**src/hw/sgc_defines.vh**
```
// register offsets, field positions, reset values and timing counts for the global control bank
`ifndef SGC_DEFINES_VH
`define SGC_DEFINES_VH

// byte offsets; the bank is reached as word index = offset, byte address = 4 * offset
`define SGC_IDX_FWD_MODE 8'h05
`define SGC_IDX_HOST_LINK 8'h06
`define SGC_IDX_STORM_LO 8'h07
`define SGC_IDX_FACTORY 8'h08

// forwarding_mode_control fields
`define SGC_FWD_VLAN_EN 7
`define SGC_FWD_IGMP_SNOOP 6
`define SGC_FWD_DIRECT 5
`define SGC_FWD_PRETAG 4
`define SGC_FWD_TAG_MASK 1
`define SGC_FWD_SNIFF_AND 0
`define SGC_FWD_RW_MASK 8'hF3
`define SGC_FWD_RESET 8'h00

// host_port_link_control fields
`define SGC_HOST_BP_EN 7
`define SGC_HOST_HALF_DUP 6
`define SGC_HOST_FLOW_EN 5
`define SGC_HOST_SPEED_10 4
`define SGC_HOST_NULL_VID 3
`define SGC_HOST_RATE_HI_MSB 2
`define SGC_HOST_RESET_HI 3'h0

// storm rate and factory byte
`define SGC_STORM_LO_RESET 8'h4A
`define SGC_FACTORY_VALUE 8'h00

// storm measurement periods
`define SGC_PERIOD_100_MS 50
`define SGC_PERIOD_10_MS 500
`define SGC_CLK_MHZ 250

`endif

```
**src/hw/sgc_global_ctrl.v**
```verilog
// global forwarding and host-port control registers of the switch, behind a wishbone slave
// Notes on behaviour
// - with igmp snoop set, every igmp packet goes to the host-facing port, else normal forwarding.
// - with direct mode set, host-port ingress uses the preamble destination and skips lookup.
// - with pre-tag set, frames to the host port carry their ingress port number in the preamble.
// - with tag mask set and vlan enable clear, the low five vid bits select the egress ports.
// - sniff select 1 needs both source and destination to match, 0 needs either.
// - back pressure bit enables half-duplex back pressure on the host port.
// - duplex bit 1 runs the host port half duplex, 0 full duplex.
// - flow control bit enables full-duplex pause on the host port.
// - duplex, flow and speed bits load from their straps at reset, pulled down to 0.
// - null vid replacement bit swaps a null vid for the 12-bit port vid.
// - the 11-bit storm threshold is host-link bits [2:0] over the low rate byte.
// - the storm period is 50 ms at 100 Mbps and 500 ms at 10 Mbps.
// - the low rate byte resets to 0x4A and the high bits to zero.
// - vlan enable bit turns on 802.1q mode, once software has filled the vlan table.
//
// Register access over Wishbone was left to the implementer.
`timescale 1ns/10ps
`include "sgc_defines.vh"

module sgc_global_ctrl #(
  parameter PERIOD_100_CYC = `SGC_PERIOD_100_MS * `SGC_CLK_MHZ * 1000,
  parameter PERIOD_10_CYC = `SGC_PERIOD_10_MS * `SGC_CLK_MHZ * 1000,
  parameter CNT_W = 27
) (
  input wire clk_i,
  input wire rst_i,
  // wishbone classic slave
  input wire cyc_i,
  input wire stb_i,
  input wire we_i,
  input wire [31:0] adr_i,
  input wire [3:0] sel_i,
  input wire [31:0] dat_i,
  output reg [31:0] dat_o,
  output reg ack_o,
  output reg err_o,
  // straps, sampled at reset
  input wire speed_strap_pin_i,
  input wire duplex_strap_pin_i,
  input wire flow_ctrl_strap_pin_i,
  // forwarding-plane decision inputs
  input wire igmp_pkt_i,
  input wire host_ingress_i,
  input wire [4:0] lookup_ports_i,
  input wire [4:0] preamble_ports_i,
  input wire [11:0] pkt_vid_i,
  input wire [11:0] port_vid_i,
  input wire sniff_src_match_i,
  input wire sniff_dst_match_i,
  input wire storm_block_i,
  input wire storm_port_10m_i,
  // forwarding-plane controls
  output reg vlan_en_o,
  output reg [4:0] egress_ports_o,
  output reg host_pretag_en_o,
  output reg sniff_hit_o,
  output reg host_bp_en_o,
  output reg host_half_dup_o,
  output reg host_flow_en_o,
  output reg host_speed_10_o,
  output reg [11:0] vid_out_o,
  output reg [10:0] storm_thresh_o,
  output reg storm_drop_o,
  output reg storm_period_o
);

  localparam [4:0] HOST_PORT_MASK = 5'h10;

  reg [7:0] fwd_q;
  reg [7:0] host_q;
  reg [7:0] storm_lo_q;
  reg [CNT_W-1:0] per_cnt_q;
  reg [10:0] blk_cnt_q;
  reg [10:0] thresh;

  wire [31:0] byte_idx = {2'h0, adr_i[31:2]};
  wire acc = cyc_i & stb_i & ~ack_o & ~err_o;
  wire wr = acc & we_i & sel_i[0];
  wire hit_fwd = byte_idx == {24'h0, `SGC_IDX_FWD_MODE};
  wire hit_host = byte_idx == {24'h0, `SGC_IDX_HOST_LINK};
  wire hit_lo = byte_idx == {24'h0, `SGC_IDX_STORM_LO};
  wire hit_fac = byte_idx == {24'h0, `SGC_IDX_FACTORY};
  wire mapped = hit_fwd | hit_host | hit_lo | hit_fac;

  // register writes; straps are caught while reset is held, which is synchronous
  always @(posedge clk_i) begin
    if (rst_i) begin
      fwd_q <= `SGC_FWD_RESET;
      host_q <= {1'b0, duplex_strap_pin_i, flow_ctrl_strap_pin_i, speed_strap_pin_i,
                 1'b0, `SGC_HOST_RESET_HI};
      storm_lo_q <= `SGC_STORM_LO_RESET;
    end else if (wr) begin
      // reserved bits 3:2 of the mode register stay zero
      if (hit_fwd)
        fwd_q <= dat_i[7:0] & `SGC_FWD_RW_MASK;
      if (hit_host)
        host_q <= dat_i[7:0];
      if (hit_lo)
        storm_lo_q <= dat_i[7:0];
    end
  end

  // one-cycle answer; unmapped addresses get err instead of ack
  always @(posedge clk_i) begin
    if (rst_i) begin
      ack_o <= 1'b0;
      err_o <= 1'b0;
      dat_o <= 32'h0;
    end else begin
      ack_o <= acc & mapped;
      err_o <= acc & ~mapped;
      if (acc & ~we_i) begin
        if (hit_fwd)
          dat_o <= {24'h0, fwd_q};
        else if (hit_host)
          dat_o <= {24'h0, host_q};
        else if (hit_lo)
          dat_o <= {24'h0, storm_lo_q};
        else if (hit_fac)
          dat_o <= {24'h0, `SGC_FACTORY_VALUE};
        else
          dat_o <= 32'h0;
      end
    end
  end

  // forwarding decision, registered so outputs come from flip-flops
  always @(posedge clk_i) begin
    if (rst_i) begin
      egress_ports_o <= 5'h0;
      sniff_hit_o <= 1'b0;
      vid_out_o <= 12'h0;
    end else begin
      if (fwd_q[`SGC_FWD_IGMP_SNOOP] && igmp_pkt_i)
        egress_ports_o <= HOST_PORT_MASK;
      else if (fwd_q[`SGC_FWD_DIRECT] && host_ingress_i)
        egress_ports_o <= preamble_ports_i;
      else if (fwd_q[`SGC_FWD_TAG_MASK] && !fwd_q[`SGC_FWD_VLAN_EN])
        egress_ports_o <= pkt_vid_i[4:0];
      else
        egress_ports_o <= lookup_ports_i;
      if (fwd_q[`SGC_FWD_SNIFF_AND])
        sniff_hit_o <= sniff_src_match_i & sniff_dst_match_i;
      else
        sniff_hit_o <= sniff_src_match_i | sniff_dst_match_i;
      if (host_q[`SGC_HOST_NULL_VID] && pkt_vid_i == 12'h000)
        vid_out_o <= port_vid_i;
      else
        vid_out_o <= pkt_vid_i;
    end
  end

  // static controls follow the registers one cycle later
  always @(posedge clk_i) begin
    if (rst_i) begin
      vlan_en_o <= 1'b0;
      host_pretag_en_o <= 1'b0;
      host_bp_en_o <= 1'b0;
      host_half_dup_o <= 1'b0;
      host_flow_en_o <= 1'b0;
      host_speed_10_o <= 1'b0;
      storm_thresh_o <= 11'h0;
    end else begin
      vlan_en_o <= fwd_q[`SGC_FWD_VLAN_EN];
      host_pretag_en_o <= fwd_q[`SGC_FWD_PRETAG];
      host_bp_en_o <= host_q[`SGC_HOST_BP_EN];
      host_half_dup_o <= host_q[`SGC_HOST_HALF_DUP];
      host_flow_en_o <= host_q[`SGC_HOST_FLOW_EN];
      host_speed_10_o <= host_q[`SGC_HOST_SPEED_10];
      storm_thresh_o <= thresh;
    end
  end

  always @* begin
    thresh = {host_q[`SGC_HOST_RATE_HI_MSB:0], storm_lo_q};
  end

  // storm window: one counter, length picked by the port speed; a shared
  // counter is cheaper than one per port at the cost of a single port view
  always @(posedge clk_i) begin
    if (rst_i) begin
      per_cnt_q <= {CNT_W{1'b0}};
      blk_cnt_q <= 11'h0;
      storm_period_o <= 1'b0;
      storm_drop_o <= 1'b0;
    end else begin
      storm_period_o <= 1'b0;
      if ((storm_port_10m_i && per_cnt_q >= PERIOD_10_CYC[CNT_W-1:0] - 1'b1) ||
          (!storm_port_10m_i && per_cnt_q >= PERIOD_100_CYC[CNT_W-1:0] - 1'b1)) begin
        per_cnt_q <= {CNT_W{1'b0}};
        blk_cnt_q <= 11'h0;
        storm_period_o <= 1'b1;
        storm_drop_o <= 1'b0;
      end else begin
        per_cnt_q <= per_cnt_q + 1'b1;
        if (storm_block_i) begin
          if (blk_cnt_q >= thresh)
            storm_drop_o <= 1'b1;
          else
            blk_cnt_q <= blk_cnt_q + 1'b1;
        end
      end
    end
  end

endmodule

```
**config.mk**
```make
export PLATFORM = sky130hd
export DESIGN_NAME = sgc_global_ctrl
export DESIGN_NICKNAME = d
export VERILOG_FILES = /design/src/hw/sgc_global_ctrl.v
export VERILOG_INCLUDE_DIRS = /design/src /design/src/hw
export SDC_FILE = /design/constraint.sdc
export NUM_CORES = 1
export LEC_CHECK = 0
export ABC_AREA = 0
export BUFFER_PORTS_ARGS = -buffer_cell sky130_fd_sc_hd__buf_2
export CAP_MARGIN = 20
export CORE_MARGIN = 3
export CORE_UTILIZATION = 54
export CTS_BUF_LIST = sky130_fd_sc_hd__clkbuf_8
export DETAILED_ROUTE_END_ITERATION = 16
export PLACE_DENSITY_LB_ADDON = 0.2
export SYNTH_ARGS = -nofsm -noshare
export SYNTH_HDL_FRONTEND = slang
export SYNTH_SLANG_ARGS = --single-unit
```
**constraint.sdc**
```tcl
create_clock -name clk_i -period 4.9 [get_ports clk_i]
set_clock_uncertainty 0.05 [all_clocks]
set_input_delay 0.245 -clock clk_i [delete_from_list [all_inputs] [get_ports clk_i]]
set_output_delay 0.245 -clock clk_i [all_outputs]
set_load 0.01 [all_outputs]
```
==> results.tsv <==
metric	value	unit
Root Buffer Master	clkbuf_8	
Worst Min Path Start	pkt_vid_i[5]	
GP Congestion	0.862	
area of the mapped netlist	4740	um^2
num rows	33	
finished layout cell area	5590	um^2
CP max FO	39	
Worst setup EP type	flip-flop	
# DRC	0	
Seq/Total Area, Yosys	0.458	
Sw Ratio	0.245	
initial antenna violation count	0	
Crit Reg-Reg Startpoint	per_cnt_q[0]	
GRT Residual Overflow	0	
Clock power frac	0.352	
layout cell share with drive strength beyond 1	0.228	
Final Util	0.667	
Worst setup SP type	flip-flop	
Critical Path AT	2.58	ns
Avg Cell Area, Syn	8.70	um^2
Fmax	0.416	GHz
R2R cell count	6	
Core ar.	8380	um^2
clk slew on worst S/H paths	0.10	ns
vias in the first global route	3834	
largest cells by area after synthesis	dfxtp_1 (44%), nor2_1 (7.9%), mux2i_1 (5.1%)	
Hold WS	0.0611	ns
GRT Overall Usage	0.214	
Routed WL	10800	um
Die X	99.7	um
WP buf/inv	0	
Slew Limit Fails	0	
Final Hold Vio Count	0	
total number of vias	4071	
Leak	2.54	nW
worst-path cell chain	ha_1 -> nand4_1 -> or3b_1 -> a31oi_1 -> a21o_2 -> nor2_1	
# setup viols final	0	
worst hold path type	primary input to flip-flop	
H-tree Lvls	3	
RSZ-0062 raised after global routing	false	
Commonest cells post-synth	dfxtp_1 (104), nor2_1 (100), nand2_1 (43), a21oi_1 (27)	
drt first pass iters	5	
Die Ht	99.7	um
I/O pins	187	
Max-Slew Margin vs Limit	0.555	
largest net degree at the start of global routing	51	
#FFs+latches synth	107	
DR WL/cell	13.8	um
total of max-cap violations	0	
Area Overhead vs Synth	17.9	%
area fraction of the dominant cell type after synthesis	0.439	
Ys Warns	0	
FFs w/ async S/R, synth	0	
CTS Sinks	107	
worst setup margin	2.50	ns
CTS Buf Count	9	
maximum VDD drop	0.000155	V
combinational cell fraction of total power	0.077	
Initial Util	0.565	
Critical Path RT	5.08	ns
DP Area	5370	um^2
R2R Setup Slk	2.50	ns
max incr delay on CP	0.60	ns
Hold Path End	vid_out_o[5]	
Post-synth EDFFs	3	
Final nets	803	
first-pass GRT wire length	17200	um
DR iter-0 viols	124	
Crit-path slowest cell	a21o_2	
die area	9940	um^2
Final ANT Viol Nets	0	
kind of critical path	flip-flop to flip-flop	
Bufs on Longest Clock Path	2	
Reg power frac	0.571	
hold path depth	3	
HPWL Detailed	8410	um
worst skew pair latency	0.36	ns
Hold-fix buffers, CTS	0	
predominant post-synthesis flop cell	dfxtp_1	
PwrDens	282	nW/um^2
CP top delay family	compound AO/OA/AOI/OAI gates	
Place WS	2.17	ns
# port buffers	133	
Cells after Synth	545	
Synth area leader	dfxtp_1	
Int Power	1.19	mW
endpoint of the worst register-to-register path	blk_cnt_q[0]	
Avg Vias per Cell	5.19	
Resized Gates After CTS	0	
fin crit share	0.490	
most numerous cell in the Yosys netlist	dfxtp_1	
Diodes inserted	0	
status	complete, no violations	
Distinct cells, synth	42	
postcts setup bufs	0	
fin crit period	2.40	ns
setup TNS	0	ns
Switch Pwr	0.385	mW
CTS tree	done	
Worst-Margin Slew	0.667	ns
[sequential cells by signal, indices dropped and copies added (netlist names), 5 cells and up]
| register | count |
|---|---|
| blk_cnt_q | 11 |
| dat_o | 8 |
| egress_ports_o | 5 |
| fwd_q | 6 |
| host_q | 8 |
| per_cnt_q | 27 |
| storm_lo_q | 8 |
| storm_thresh_o | 11 |
| vid_out_o | 12 |
[per-stage QoR]
| step | cells | total power [mW] |
|---|---|---|
| after CTS | 783 | 1.58 |
| after global placement | 767 | 1.04 |
| after detailed placement | 767 | 1.04 |
| after global routing | 784 | 1.64 |
| after floorplan | 568 | 0.995 |
| final | 784 | 1.57 |
[worst min-delay path, cell delays in order]
cell	delay, ns
buf_2	0.09
a21oi_1	0.04
nor2_1	0.07
[kinds of logic (layout without fill, tap and decap cells)]
kind of cell / Yosys count / count (layout) / share of synthesized area
AOI/OAI and AO/OA: 63 / 63 / 0.0805
xor gates and xnor gates: 33 / 33 / 0.0610
adders and majority gates: 13 / 13 / 0.0343
buffers and inverters: 60 / 171 / 0.0707
DFF: 107 / 107 / 0.458
muxes: 24 / 24 / 0.0507
other: 1 / 24 / 0.000791
and+or+nand+nor: 244 / 244 / 0.244
[area by class of cell]
type                    count  area (um^2)
repair buffers            135          686
fillers                   744         2790
well taps                 105          131
flip-flops and latches    107         2170
clock buffers               9          124
multi-input cells         401         2320
inverters                  20         75.1
clock inverters             7         82.6
[power by group through the flow]
stage	clock network [mW]	registers (mW)	logic [mW]
finish	0.553	0.899	0.121
global route	0.603	0.901	0.135
CTS	0.564	0.899	0.122
detailed placement	0	0.919	0.121
global placement	0	0.919	0.119
floorplan	0	0.923	0.0720
[layout by cell type (no fill, tap or decap), types with 4 or more instances in the layout]
master,instances
a21oi_1,27
nand2_1,43
nor2_1,100
mux2i_1,24
nand2b_1,12
o21ai_0,16
clkbuf_8,9
nor3_1,12
nand4_1,13
conb_1,24
xnor2_1,12
o221ai_1,7
ha_1,13
buf_2,133
nor4_1,12
and2_1,4
xor2_1,21
nand3_1,19
inv_1,20
nor2b_1,8
and3_1,6
dfxtp_1,104
a211oi_1,6
[worst max path at each step]
stage	depth (start not counted)	startpoint	slack, ns	end
floorplan	8	host_q[0]	2.72	blk_cnt_q[9]
global placement	8	host_q[0]	2.35	blk_cnt_q[7]
CTS	8	storm_lo_q[2]	2.11	blk_cnt_q[5]
detailed placement	8	host_q[0]	2.17	blk_cnt_q[5]
global route	6	per_cnt_q[0]	2.31	per_cnt_q[20]
finish	6	per_cnt_q[0]	2.50	blk_cnt_q[0]
[layer usage]
layer / global-route usage / part of all wire / vias up
met5: 0 / 0 / -
met2: 0.395 / 0.53 / 120
met3: 0.0358 / 0.060 / 6
met4: 0.0788 / 0.0065 / 0
li1: - / - / 2066
met1: 0.245 / 0.40 / 1879
Note: power is estimated with default switching activity, not from simulation.
